`config.mk`:
```
export PLATFORM = sky130hd
export DESIGN_NAME = quad_byte_digital_io_port
export DESIGN_NICKNAME = d
export VERILOG_FILES = /design/src/design/gpio_port_pkg.sv /design/src/design/irq_detect.sv /design/src/design/pin_sync.sv /design/src/design/quad_byte_digital_io_port.sv
export VERILOG_INCLUDE_DIRS = /design/src /design/src/design
export SDC_FILE = /design/constraint.sdc
export NUM_CORES = 1
export LEC_CHECK = 0
export BUFFER_PORTS_ARGS = -buffer_cell sky130_fd_sc_hd__buf_2
export CAP_MARGIN = 30
export CORE_AREA = 4 4 134 136
export CTS_BUF_LIST = sky130_fd_sc_hd__clkbuf_8
export DETAILED_ROUTE_END_ITERATION = 12
export DIE_AREA = 0 0 138 140
export GPL_ROUTABILITY_DRIVEN = 0
export PLACE_DENSITY_LB_ADDON = 0.1
export SYNTH_ARGS = -nofsm -noshare
export SYNTH_HDL_FRONTEND = slang
export SYNTH_SLANG_ARGS = --single-unit
```
`constraint.sdc`:
```
create_clock -name sys_clk -period 4 [get_ports sys_clk]
set_input_delay 0.4 -clock sys_clk [delete_from_list [all_inputs] [get_ports sys_clk]]
set_output_delay 0.4 -clock sys_clk [all_outputs]
set_load 0.01 [all_outputs]
```
`src/design/gpio_port_defines.svh`:
```
`ifndef GPIO_PORT_DEFINES_SVH
`define GPIO_PORT_DEFINES_SVH

// ****************************************************************
// register indices, byte address is four times the index
// ****************************************************************
`define GPIO_IDX_W 3
`define GPIO_IDX_PORT_A 3'h0
`define GPIO_IDX_PORT_B 3'h1
`define GPIO_IDX_PORT_C 3'h2
`define GPIO_IDX_PORT_D 3'h3
`define GPIO_IDX_DIR 3'h4
`define GPIO_IDX_IRQ_CTRL 3'h5
`define GPIO_IDX_EVT_STATUS 3'h6
`define GPIO_IDX_EVT_MASK 3'h7
`define GPIO_ADDR_LSB 2
`define GPIO_ADDR_ALIGN_ZERO 2'h0

// ****************************************************************
// field positions
// ****************************************************************
`define GPIO_PORTS 4
`define GPIO_PORT_W 8
`define GPIO_IRQ_EN_BIT 7
`define GPIO_IRQ_PEND_BIT 6
`define GPIO_MODE_MSB 1
`define GPIO_MODE_LSB 0
`define GPIO_EVT_LINE0_BIT 0
`define GPIO_IRQ_LINE 0

// ****************************************************************
// reset values
// ****************************************************************
`define GPIO_LATCH_RESET 8'h00
`define GPIO_DIR_RESET 4'h0
`define GPIO_MODE_RESET 2'h0
`define GPIO_EVT_RESET 8'h00
`define GPIO_BUS_RESET 32'h0000_0000
`define GPIO_SYNC_RESET 1'b1

`endif

```
`src/design/gpio_port_pkg.sv`:
```
package gpio_port_pkg;

    // trigger codes 00..11 in declaration order
    typedef enum logic [1:0] {
        trig_low_level,
        trig_high_level,
        trig_falling_edge,
        trig_rising_edge
    } trigger_mode_e;

endpackage : gpio_port_pkg

```
`src/design/irq_detect.sv`:
```
`timescale 1ns/1ps
`default_nettype none
`include "gpio_port_defines.svh"

module irq_detect (
    input wire logic sys_clk,
    input wire logic rst_n,
    input wire logic line,
    input wire logic enable,
    input wire logic [1:0] mode,
    input wire logic clear,
    output logic hit,
    output logic pending
);

    logic prev_q;
    logic pending_q;
    gpio_port_pkg::trigger_mode_e trig;

    assign trig = gpio_port_pkg::trigger_mode_e'(mode);

    always_ff @(posedge sys_clk) begin
        if (!rst_n) begin
            prev_q <= `GPIO_SYNC_RESET;
        end else begin
            prev_q <= line;
        end
    end

    // level modes fire every cycle the level holds
    always_comb begin
        hit = 1'b0;
        unique case (trig)
            gpio_port_pkg::trig_low_level: hit = !line;
            gpio_port_pkg::trig_high_level: hit = line;
            gpio_port_pkg::trig_falling_edge: hit = prev_q & !line;
            gpio_port_pkg::trig_rising_edge: hit = !prev_q & line;
        endcase
        hit = hit & enable;
    end

    // a new hit wins over a clearing read in the same cycle
    always_ff @(posedge sys_clk) begin
        if (!rst_n) begin
            pending_q <= 1'b0;
        end else if (hit) begin
            pending_q <= 1'b1;
        end else if (clear) begin
            pending_q <= 1'b0;
        end
    end

    assign pending = pending_q;

endmodule : irq_detect
`default_nettype wire

```
`src/design/pin_sync.sv`:
```
`timescale 1ns/1ps
`default_nettype none
`include "gpio_port_defines.svh"

module pin_sync #(
    parameter int W = 32
) (
    input wire logic sys_clk,
    input wire logic rst_n,
    input wire logic [W-1:0] pin_raw,
    output logic [W-1:0] pin_clean
);

    logic [W-1:0] s1_q;
    logic [W-1:0] s2_q;
    logic [W-1:0] s3_q;
    logic [W-1:0] clean_q;

    always_ff @(posedge sys_clk) begin
        if (!rst_n) begin
            s1_q <= {W{`GPIO_SYNC_RESET}};
            s2_q <= {W{`GPIO_SYNC_RESET}};
            s3_q <= {W{`GPIO_SYNC_RESET}};
        end else begin
            s1_q <= pin_raw;
            s2_q <= s1_q;
            s3_q <= s2_q;
        end
    end

    // a change counts only once stages two and three agree
    always_ff @(posedge sys_clk) begin
        if (!rst_n) begin
            clean_q <= {W{`GPIO_SYNC_RESET}};
        end else begin
            clean_q <= (s2_q & s3_q) | (clean_q & (s2_q | s3_q));
        end
    end

    assign pin_clean = clean_q;

endmodule : pin_sync
`default_nettype wire

```
`src/design/quad_byte_digital_io_port.sv`:
```
`timescale 1ns/1ps
`default_nettype none
`include "gpio_port_defines.svh"

module quad_byte_digital_io_port #(
    parameter int ADDR_W = 8
) (
    input wire logic sys_clk,
    input wire logic rst_n,
    input wire logic [ADDR_W-1:0] paddr,
    input wire logic psel,
    input wire logic penable,
    input wire logic pwrite,
    input wire logic [31:0] pwdata,
    output logic [31:0] prdata,
    output logic pready,
    output logic pslverr,
    input wire logic [31:0] pin_in,
    output logic [31:0] pin_out,
    output logic [31:0] pin_oe,
    output logic irq
);

    localparam int NP = `GPIO_PORTS;
    localparam int PW = `GPIO_PORT_W;
    localparam int NL = NP * PW;

    // ****************************************************************
    // declarations
    // ****************************************************************
    logic [NL-1:0] pin_clean;
    logic [NL-1:0] out_q;
    logic [NL-1:0] oe_q;
    logic [NP-1:0] dir_q;
    logic irq_gate_on_q;
    logic [1:0] trig_mode_q;
    logic [PW-1:0] evt_status_q;
    logic [PW-1:0] evt_mask_q;
    logic irq_q;
    logic [31:0] prdata_q;
    logic pready_q;
    logic pslverr_q;
    logic access;
    logic taken;
    logic wr_done;
    logic rd_done;
    logic mapped;
    logic [`GPIO_IDX_W-1:0] idx;
    logic [PW-1:0] rd_byte;
    logic [PW-1:0] port_rd [NP];
    logic [PW-1:0] evt_set;
    logic irq_hit;
    logic irq_pending_flag;
    logic irq_clear;
    logic trigger_mode_hi;
    logic trigger_mode_lo;
    logic port_a_line0;
    logic first_acc;
    logic dir_wr;
    logic ctrl_wr;
    logic status_wr;
    logic mask_wr;
    logic [PW-1:0] wr_byte;

    // ****************************************************************
    // address decode
    // ****************************************************************
    // an address is mapped when word aligned and inside the eight words
    function automatic logic addr_ok(input logic [ADDR_W-1:0] a);
        logic [ADDR_W-1:0] hi;
        hi = a >> (`GPIO_ADDR_LSB + `GPIO_IDX_W);
        addr_ok = (a[`GPIO_ADDR_LSB-1:0] == `GPIO_ADDR_ALIGN_ZERO)
            && (hi == '0);
    endfunction : addr_ok

    function automatic logic [`GPIO_IDX_W-1:0] addr_idx(
        input logic [ADDR_W-1:0] a
    );
        addr_idx = a[`GPIO_ADDR_LSB +: `GPIO_IDX_W];
    endfunction : addr_idx

    assign mapped = addr_ok(paddr);
    assign idx = addr_idx(paddr);

    // ****************************************************************
    // apb handshake
    // ****************************************************************
    // every access takes one wait state: data is prepared in the first
    // access cycle and pready is high in the second
    assign access = psel & penable;
    assign first_acc = access & !pready_q;
    assign taken = access & pready_q;
    assign wr_done = taken & pwrite & mapped;
    assign rd_done = taken & !pwrite & mapped;
    assign wr_byte = pwdata[PW-1:0];

    always_ff @(posedge sys_clk) begin
        if (!rst_n) begin
            pready_q <= 1'b0;
        end else begin
            pready_q <= first_acc;
        end
    end

    always_ff @(posedge sys_clk) begin
        if (!rst_n) begin
            pslverr_q <= 1'b0;
        end else begin
            pslverr_q <= first_acc & !mapped;
        end
    end

    always_ff @(posedge sys_clk) begin
        if (!rst_n) begin
            prdata_q <= `GPIO_BUS_RESET;
        end else if (first_acc) begin
            if (mapped & !pwrite) begin
                prdata_q <= {{(32-PW){1'b0}}, rd_byte};
            end else begin
                prdata_q <= `GPIO_BUS_RESET;
            end
        end
    end

    // ****************************************************************
    // register strobes
    // ****************************************************************
    // a register acts only at the edge that completes its access
    function automatic logic reg_hit(
        input logic done,
        input logic [`GPIO_IDX_W-1:0] at,
        input logic [`GPIO_IDX_W-1:0] want
    );
        reg_hit = done && (at == want);
    endfunction : reg_hit

    assign dir_wr = reg_hit(wr_done, idx, `GPIO_IDX_DIR);
    assign ctrl_wr = reg_hit(wr_done, idx, `GPIO_IDX_IRQ_CTRL);
    assign status_wr = reg_hit(wr_done, idx, `GPIO_IDX_EVT_STATUS);
    assign mask_wr = reg_hit(wr_done, idx, `GPIO_IDX_EVT_MASK);

    // ****************************************************************
    // pin input synchroniser
    // ****************************************************************
    pin_sync #(
        .W(NL)
    ) u_pin_sync (
        .sys_clk(sys_clk),
        .rst_n(rst_n),
        .pin_raw(pin_in),
        .pin_clean(pin_clean)
    );

    // ****************************************************************
    // output latches
    // ****************************************************************
    // latches take writes whatever the port direction
    always_ff @(posedge sys_clk) begin
        if (!rst_n) begin
            for (int p = 0; p < NP; p++) begin
                out_q[p*PW +: PW] <= `GPIO_LATCH_RESET;
            end
        end else if (wr_done) begin
            for (int p = 0; p < NP; p++) begin
                if (idx == `GPIO_IDX_W'(p)) begin
                    out_q[p*PW +: PW] <= wr_byte;
                end
            end
        end
    end

    // ****************************************************************
    // direction and output enables
    // ****************************************************************
    always_ff @(posedge sys_clk) begin
        if (!rst_n) begin
            dir_q <= `GPIO_DIR_RESET;
        end else if (dir_wr) begin
            dir_q <= pwdata[NP-1:0];
        end
    end

    // one direction bit drives all eight enables of its port
    always_ff @(posedge sys_clk) begin
        if (!rst_n) begin
            oe_q <= '0;
        end else if (dir_wr) begin
            for (int p = 0; p < NP; p++) begin
                oe_q[p*PW +: PW] <= {PW{pwdata[p]}};
            end
        end
    end

    // ****************************************************************
    // port readback
    // ****************************************************************
    // an output port reads its latch, an input port its synced pins
    function automatic logic [PW-1:0] port_view(
        input logic drive,
        input logic [PW-1:0] latch,
        input logic [PW-1:0] pins
    );
        port_view = drive ? latch : pins;
    endfunction : port_view

    // control register image: enable, pending, mode, the rest zero
    function automatic logic [PW-1:0] ctrl_byte(
        input logic en,
        input logic pend,
        input logic [1:0] mode
    );
        ctrl_byte = '0;
        ctrl_byte[`GPIO_IRQ_EN_BIT] = en;
        ctrl_byte[`GPIO_IRQ_PEND_BIT] = pend;
        ctrl_byte[`GPIO_MODE_MSB:`GPIO_MODE_LSB] = mode;
    endfunction : ctrl_byte

    // an open input line reads one through the board pull-up
    for (genvar g = 0; g < NP; g++) begin : g_port_rd
        assign port_rd[g] = port_view(dir_q[g],
            out_q[g*PW +: PW],
            pin_clean[g*PW +: PW]);
    end

    always_comb begin
        rd_byte = '0;
        unique case (idx)
            `GPIO_IDX_PORT_A: rd_byte = port_rd[0];
            `GPIO_IDX_PORT_B: rd_byte = port_rd[1];
            `GPIO_IDX_PORT_C: rd_byte = port_rd[2];
            `GPIO_IDX_PORT_D: rd_byte = port_rd[3];
            `GPIO_IDX_DIR: begin
                rd_byte = '0;
                rd_byte[NP-1:0] = dir_q;
            end
            `GPIO_IDX_IRQ_CTRL: rd_byte = ctrl_byte(irq_gate_on_q,
                irq_pending_flag, {trigger_mode_hi, trigger_mode_lo});
            `GPIO_IDX_EVT_STATUS: rd_byte = evt_status_q;
            `GPIO_IDX_EVT_MASK: rd_byte = evt_mask_q;
        endcase
    end

    // ****************************************************************
    // interrupt control register
    // ****************************************************************
    assign trigger_mode_hi = trig_mode_q[`GPIO_MODE_MSB];
    assign trigger_mode_lo = trig_mode_q[`GPIO_MODE_LSB];

    always_ff @(posedge sys_clk) begin
        if (!rst_n) begin
            irq_gate_on_q <= 1'b0;
            trig_mode_q <= `GPIO_MODE_RESET;
        end else if (ctrl_wr) begin
            irq_gate_on_q <= pwdata[`GPIO_IRQ_EN_BIT];
            trig_mode_q <= pwdata[`GPIO_MODE_MSB:`GPIO_MODE_LSB];
        end
    end

    // ****************************************************************
    // trigger detection
    // ****************************************************************
    // the monitored line is the synchronised pin, also when driven
    assign port_a_line0 = pin_clean[`GPIO_IRQ_LINE];
    assign irq_clear = reg_hit(rd_done, idx, `GPIO_IDX_IRQ_CTRL);

    irq_detect u_irq_detect (
        .sys_clk(sys_clk),
        .rst_n(rst_n),
        .line(port_a_line0),
        .enable(irq_gate_on_q),
        .mode(trig_mode_q),
        .clear(irq_clear),
        .hit(irq_hit),
        .pending(irq_pending_flag)
    );

    // ****************************************************************
    // event status, mask and interrupt output
    // ****************************************************************
    always_comb begin
        evt_set = '0;
        evt_set[`GPIO_EVT_LINE0_BIT] = irq_hit;
    end

    // write one clears; a set in the same cycle wins
    always_ff @(posedge sys_clk) begin
        if (!rst_n) begin
            evt_status_q <= `GPIO_EVT_RESET;
        end else if (status_wr) begin
            evt_status_q <= (evt_status_q & ~wr_byte) | evt_set;
        end else begin
            evt_status_q <= evt_status_q | evt_set;
        end
    end

    always_ff @(posedge sys_clk) begin
        if (!rst_n) begin
            evt_mask_q <= `GPIO_EVT_RESET;
        end else if (mask_wr) begin
            evt_mask_q <= wr_byte;
        end
    end

    always_ff @(posedge sys_clk) begin
        if (!rst_n) begin
            irq_q <= 1'b0;
        end else begin
            irq_q <= |(evt_status_q & evt_mask_q);
        end
    end

    // ****************************************************************
    // outputs
    // ****************************************************************
    assign pin_out = out_q;
    assign pin_oe = oe_q;
    assign prdata = prdata_q;
    assign pready = pready_q;
    assign pslverr = pslverr_q;
    assign irq = irq_q;

endmodule : quad_byte_digital_io_port
`default_nettype wire

```
==> flow_metrics.tcl <==
set metrics [dict create \
    cts_tree "done" \
    power_switching_uw 833 \
    clk_path_buf_depth 2 \
    h-tree-depth 4 \
    worst_slew_pin_slew_ps 853 \
    worst-endpoint-required_ps 4340 \
    antenna_found_initial 0 \
    viasPerCell 4.97 \
    postCtsHoldBufs 0 \
    async_flop_share_pct 0 \
    diodes 0 \
    clock_sinks 196 \
    fill_cells 1633 \
    grt_first_pass_wirelength_um 26800 \
    synth_area_um2 7410 \
    synth_edf_count 0 \
    pin_count 176 \
    final_nets 906 \
    drtPass1Iterations 4 \
    drc 0 \
    synth_common_cells "196 x dfxtp_1, 97 x nand2b_1, 79 x mux2i_1, 79 x nor2_1, 52 x buf_4" \
    dieHeight_um 140 \
    start_util_pct 43.8 \
    cp_max_fo 8 \
    syn_to_final_growth_pct 11.7 \
    coreArea_um2 16900 \
    hold_viol_final 0 \
    period_needed_ps 2340 \
    dp.cells 1035 \
    synth.most_common_cell "dfxtp_1" \
    path_class "register to register" \
    syn_avg_cell_area_um2 9.89 \
    finalWirelength_um 17000 \
    finalCritPeriodShare_pct 58.4 \
    final_cells 1067 \
    p_seq_share_pct 58.1 \
    ant_nets 0 \
    grt_pass1_vias 4918 \
    max_freq_mhz 428 \
    p_int_mw 2.62 \
    critPathCaptureType "register" \
    clockPowerShare_pct 37.2 \
    grt.total_usage_pct 17.6 \
    yosysSeqAreaShare_pct 52.9 \
    synth_ff_type "dfxtp_1" \
    dr.first_iter.drc_count 378 \
    clockRootBuffer "clkbuf_8" \
    synth_seq_cells 196 \
    timing.setup.tns_ps 0 \
    power_density_nw_per_um2 417 \
    setup_violations 0 \
    vias 5308 \
    insertion_delay_ps 470 \
    grt-ovfl-total 0 \
    whs_ps 98.5 \
    die_w_um 138 \
    slew_viol_final 0 \
    min_path_type "primary input to register" \
    portBuffers 127 \
    relSlewSlack_pct 43.2 \
    clk_pin_slew_ps 100 \
    rsz0062_at_grt "no" \
    yosys.area.top_type "dfxtp_1" \
    drive_gt1_share_pct 20.4 \
    dieArea_um2 19300 \
    rows 48 \
    synth_top_area_share_pct 52.9 \
    cts_buffers 17 \
    multi_input_area_um2 3000 \
    register_area_um2 3920 \
    cp-start-kind "register" \
    p_leak_nw 3.38 \
    final_util_pct 48.9 \
    fin_ws_ps 1660 \
    yosysWarnings 0 \
    final.setup_skew_ps 11.7 \
    grt_start_max_net_pins 93 \
    pwr-share-comb_pct 4.7 \
    total_power_mw 3.45 \
    arrival_ps 2680 \
    switching_share_pct 24.1 \
    final_area_um2 8280 \
    post-place-ws_ps 1470 \
    ir_drop_mv 0.240 \
    yosysUniqueCellTypes 50 \
    wire_per_inst_um 16.0 \
    syn_inst 750 \
    max-cap-violations 0 \
    cts_setup_buffers 0 \
    dpl.hpwl_um 12100 \
    cts_resized 0 \
    status "complete, no violations" \
    postPlaceCellArea_um2 7880 \
    synth.area.top_cells "dfxtp_1 53%, mux2i_1 11%, nand2b_1 8.2%" \
]
-- layout make-up --
class                      count  share of cell area, %
inverter                       6                  0.272
clock buffer                  17                   2.83
sequential                   196                   47.4
timing repair buffer         129                   7.89
multi-input combinational    479                   36.2
clock inverter                15                   2.01
tap                          225                   3.40
-- power groups by stage --
stage	Combinational (mW)	Sequential (mW)	Clock (mW)
after floorplan	0.122	2.05	0
after global placement	0.161	2.05	0
after detailed placement	0.164	2.05	0
after CTS	0.164	2.01	1.33
after global routing	0.181	2.01	1.41
final	0.163	2.01	1.28
-- cell families after synthesis --
kind of cell	Yosys count	synth area share, %
buffers and inverters	98	7.78
xor gates and xnor gates	2	0.236
and+or+nand+nor	248	18.6
DFF	196	52.9
muxes	80	10.8
AOI/OAI and AO/OA	125	9.55
other	1	0.0506
-- layout by cell type, fill, tap and decap left out, types with 2 or more instances in the layout --
| master | n |
|---|---|
| a211oi_1 | 3 |
| nor4_4 | 3 |
| a22o_1 | 2 |
| nand2_1 | 21 |
| clkinv_2 | 2 |
| nor2b_1 | 6 |
| buf_4 | 3 |
| clkinvlp_4 | 4 |
| or4_1 | 5 |
| o31ai_1 | 3 |
| nor3_1 | 3 |
| xnor2_1 | 2 |
| dfxtp_1 | 196 |
| or3b_2 | 2 |
| nand3_1 | 12 |
| a21oi_1 | 50 |
| nand3b_1 | 3 |
| clkbuf_8 | 17 |
| inv_1 | 6 |
| nor2_1 | 79 |
| inv_8 | 2 |
| or3_1 | 3 |
| nand2b_1 | 97 |
| bufinv_16 | 2 |
| o22ai_1 | 9 |
| a211o_1 | 2 |
| a22oi_1 | 6 |
| conb_1 | 24 |
| buf_2 | 126 |
| o21ai_0 | 43 |
| mux2i_1 | 79 |
| inv_6 | 5 |
| nor4_2 | 2 |
-- worst max-delay path, stage by stage (launching register included) --
cell	delay, ps
dfxtp_1	380
nand4_1	570
or4_1	950
mux2i_1	260
nor2_1	60
-- sequential cells by signal (all words and copies together) (netlist names), 2 cells and up --
signal,flops
pin_out,32
u_pin_sync.pin_clean,32
u_pin_sync.s1_q,32
u_pin_sync.s2_q,32
u_pin_sync.s3_q,32
evt_mask_q,8
evt_status_q,8
prdata,8
dir_q,4
trig_mode_q,2
-- routing by layer --
metal / GRT usage [%] / up-vias / part of all wire, %
li1: - / 2620 / -
met1: 22.9 / 2460 / 45
met2: 26.9 / 192 / 46
met3: 5.22 / 36 / 6.5
met4: 8.58 / 0 / 3.2
met5: 0 / - / 0
-- final timing paths --
check	cells after the start	slack (ps)	startpoint	to
max	4	1660	pready$_SDFF_PN0_	pin_out[8]$_SDFFE_PN0P_
min	2	100	pin_in[26]	u_pin_sync.s1_q[26]$_SDFF_PN1_
max reg2reg	4	1660	pready$_SDFF_PN0_	pin_out[8]$_SDFFE_PN0P_
min reg2reg	1	410	u_pin_sync.s1_q[17]$_SDFF_PN1_	u_pin_sync.s2_q[17]$_SDFF_PN1_
Power figures use the tool's default switching activity.
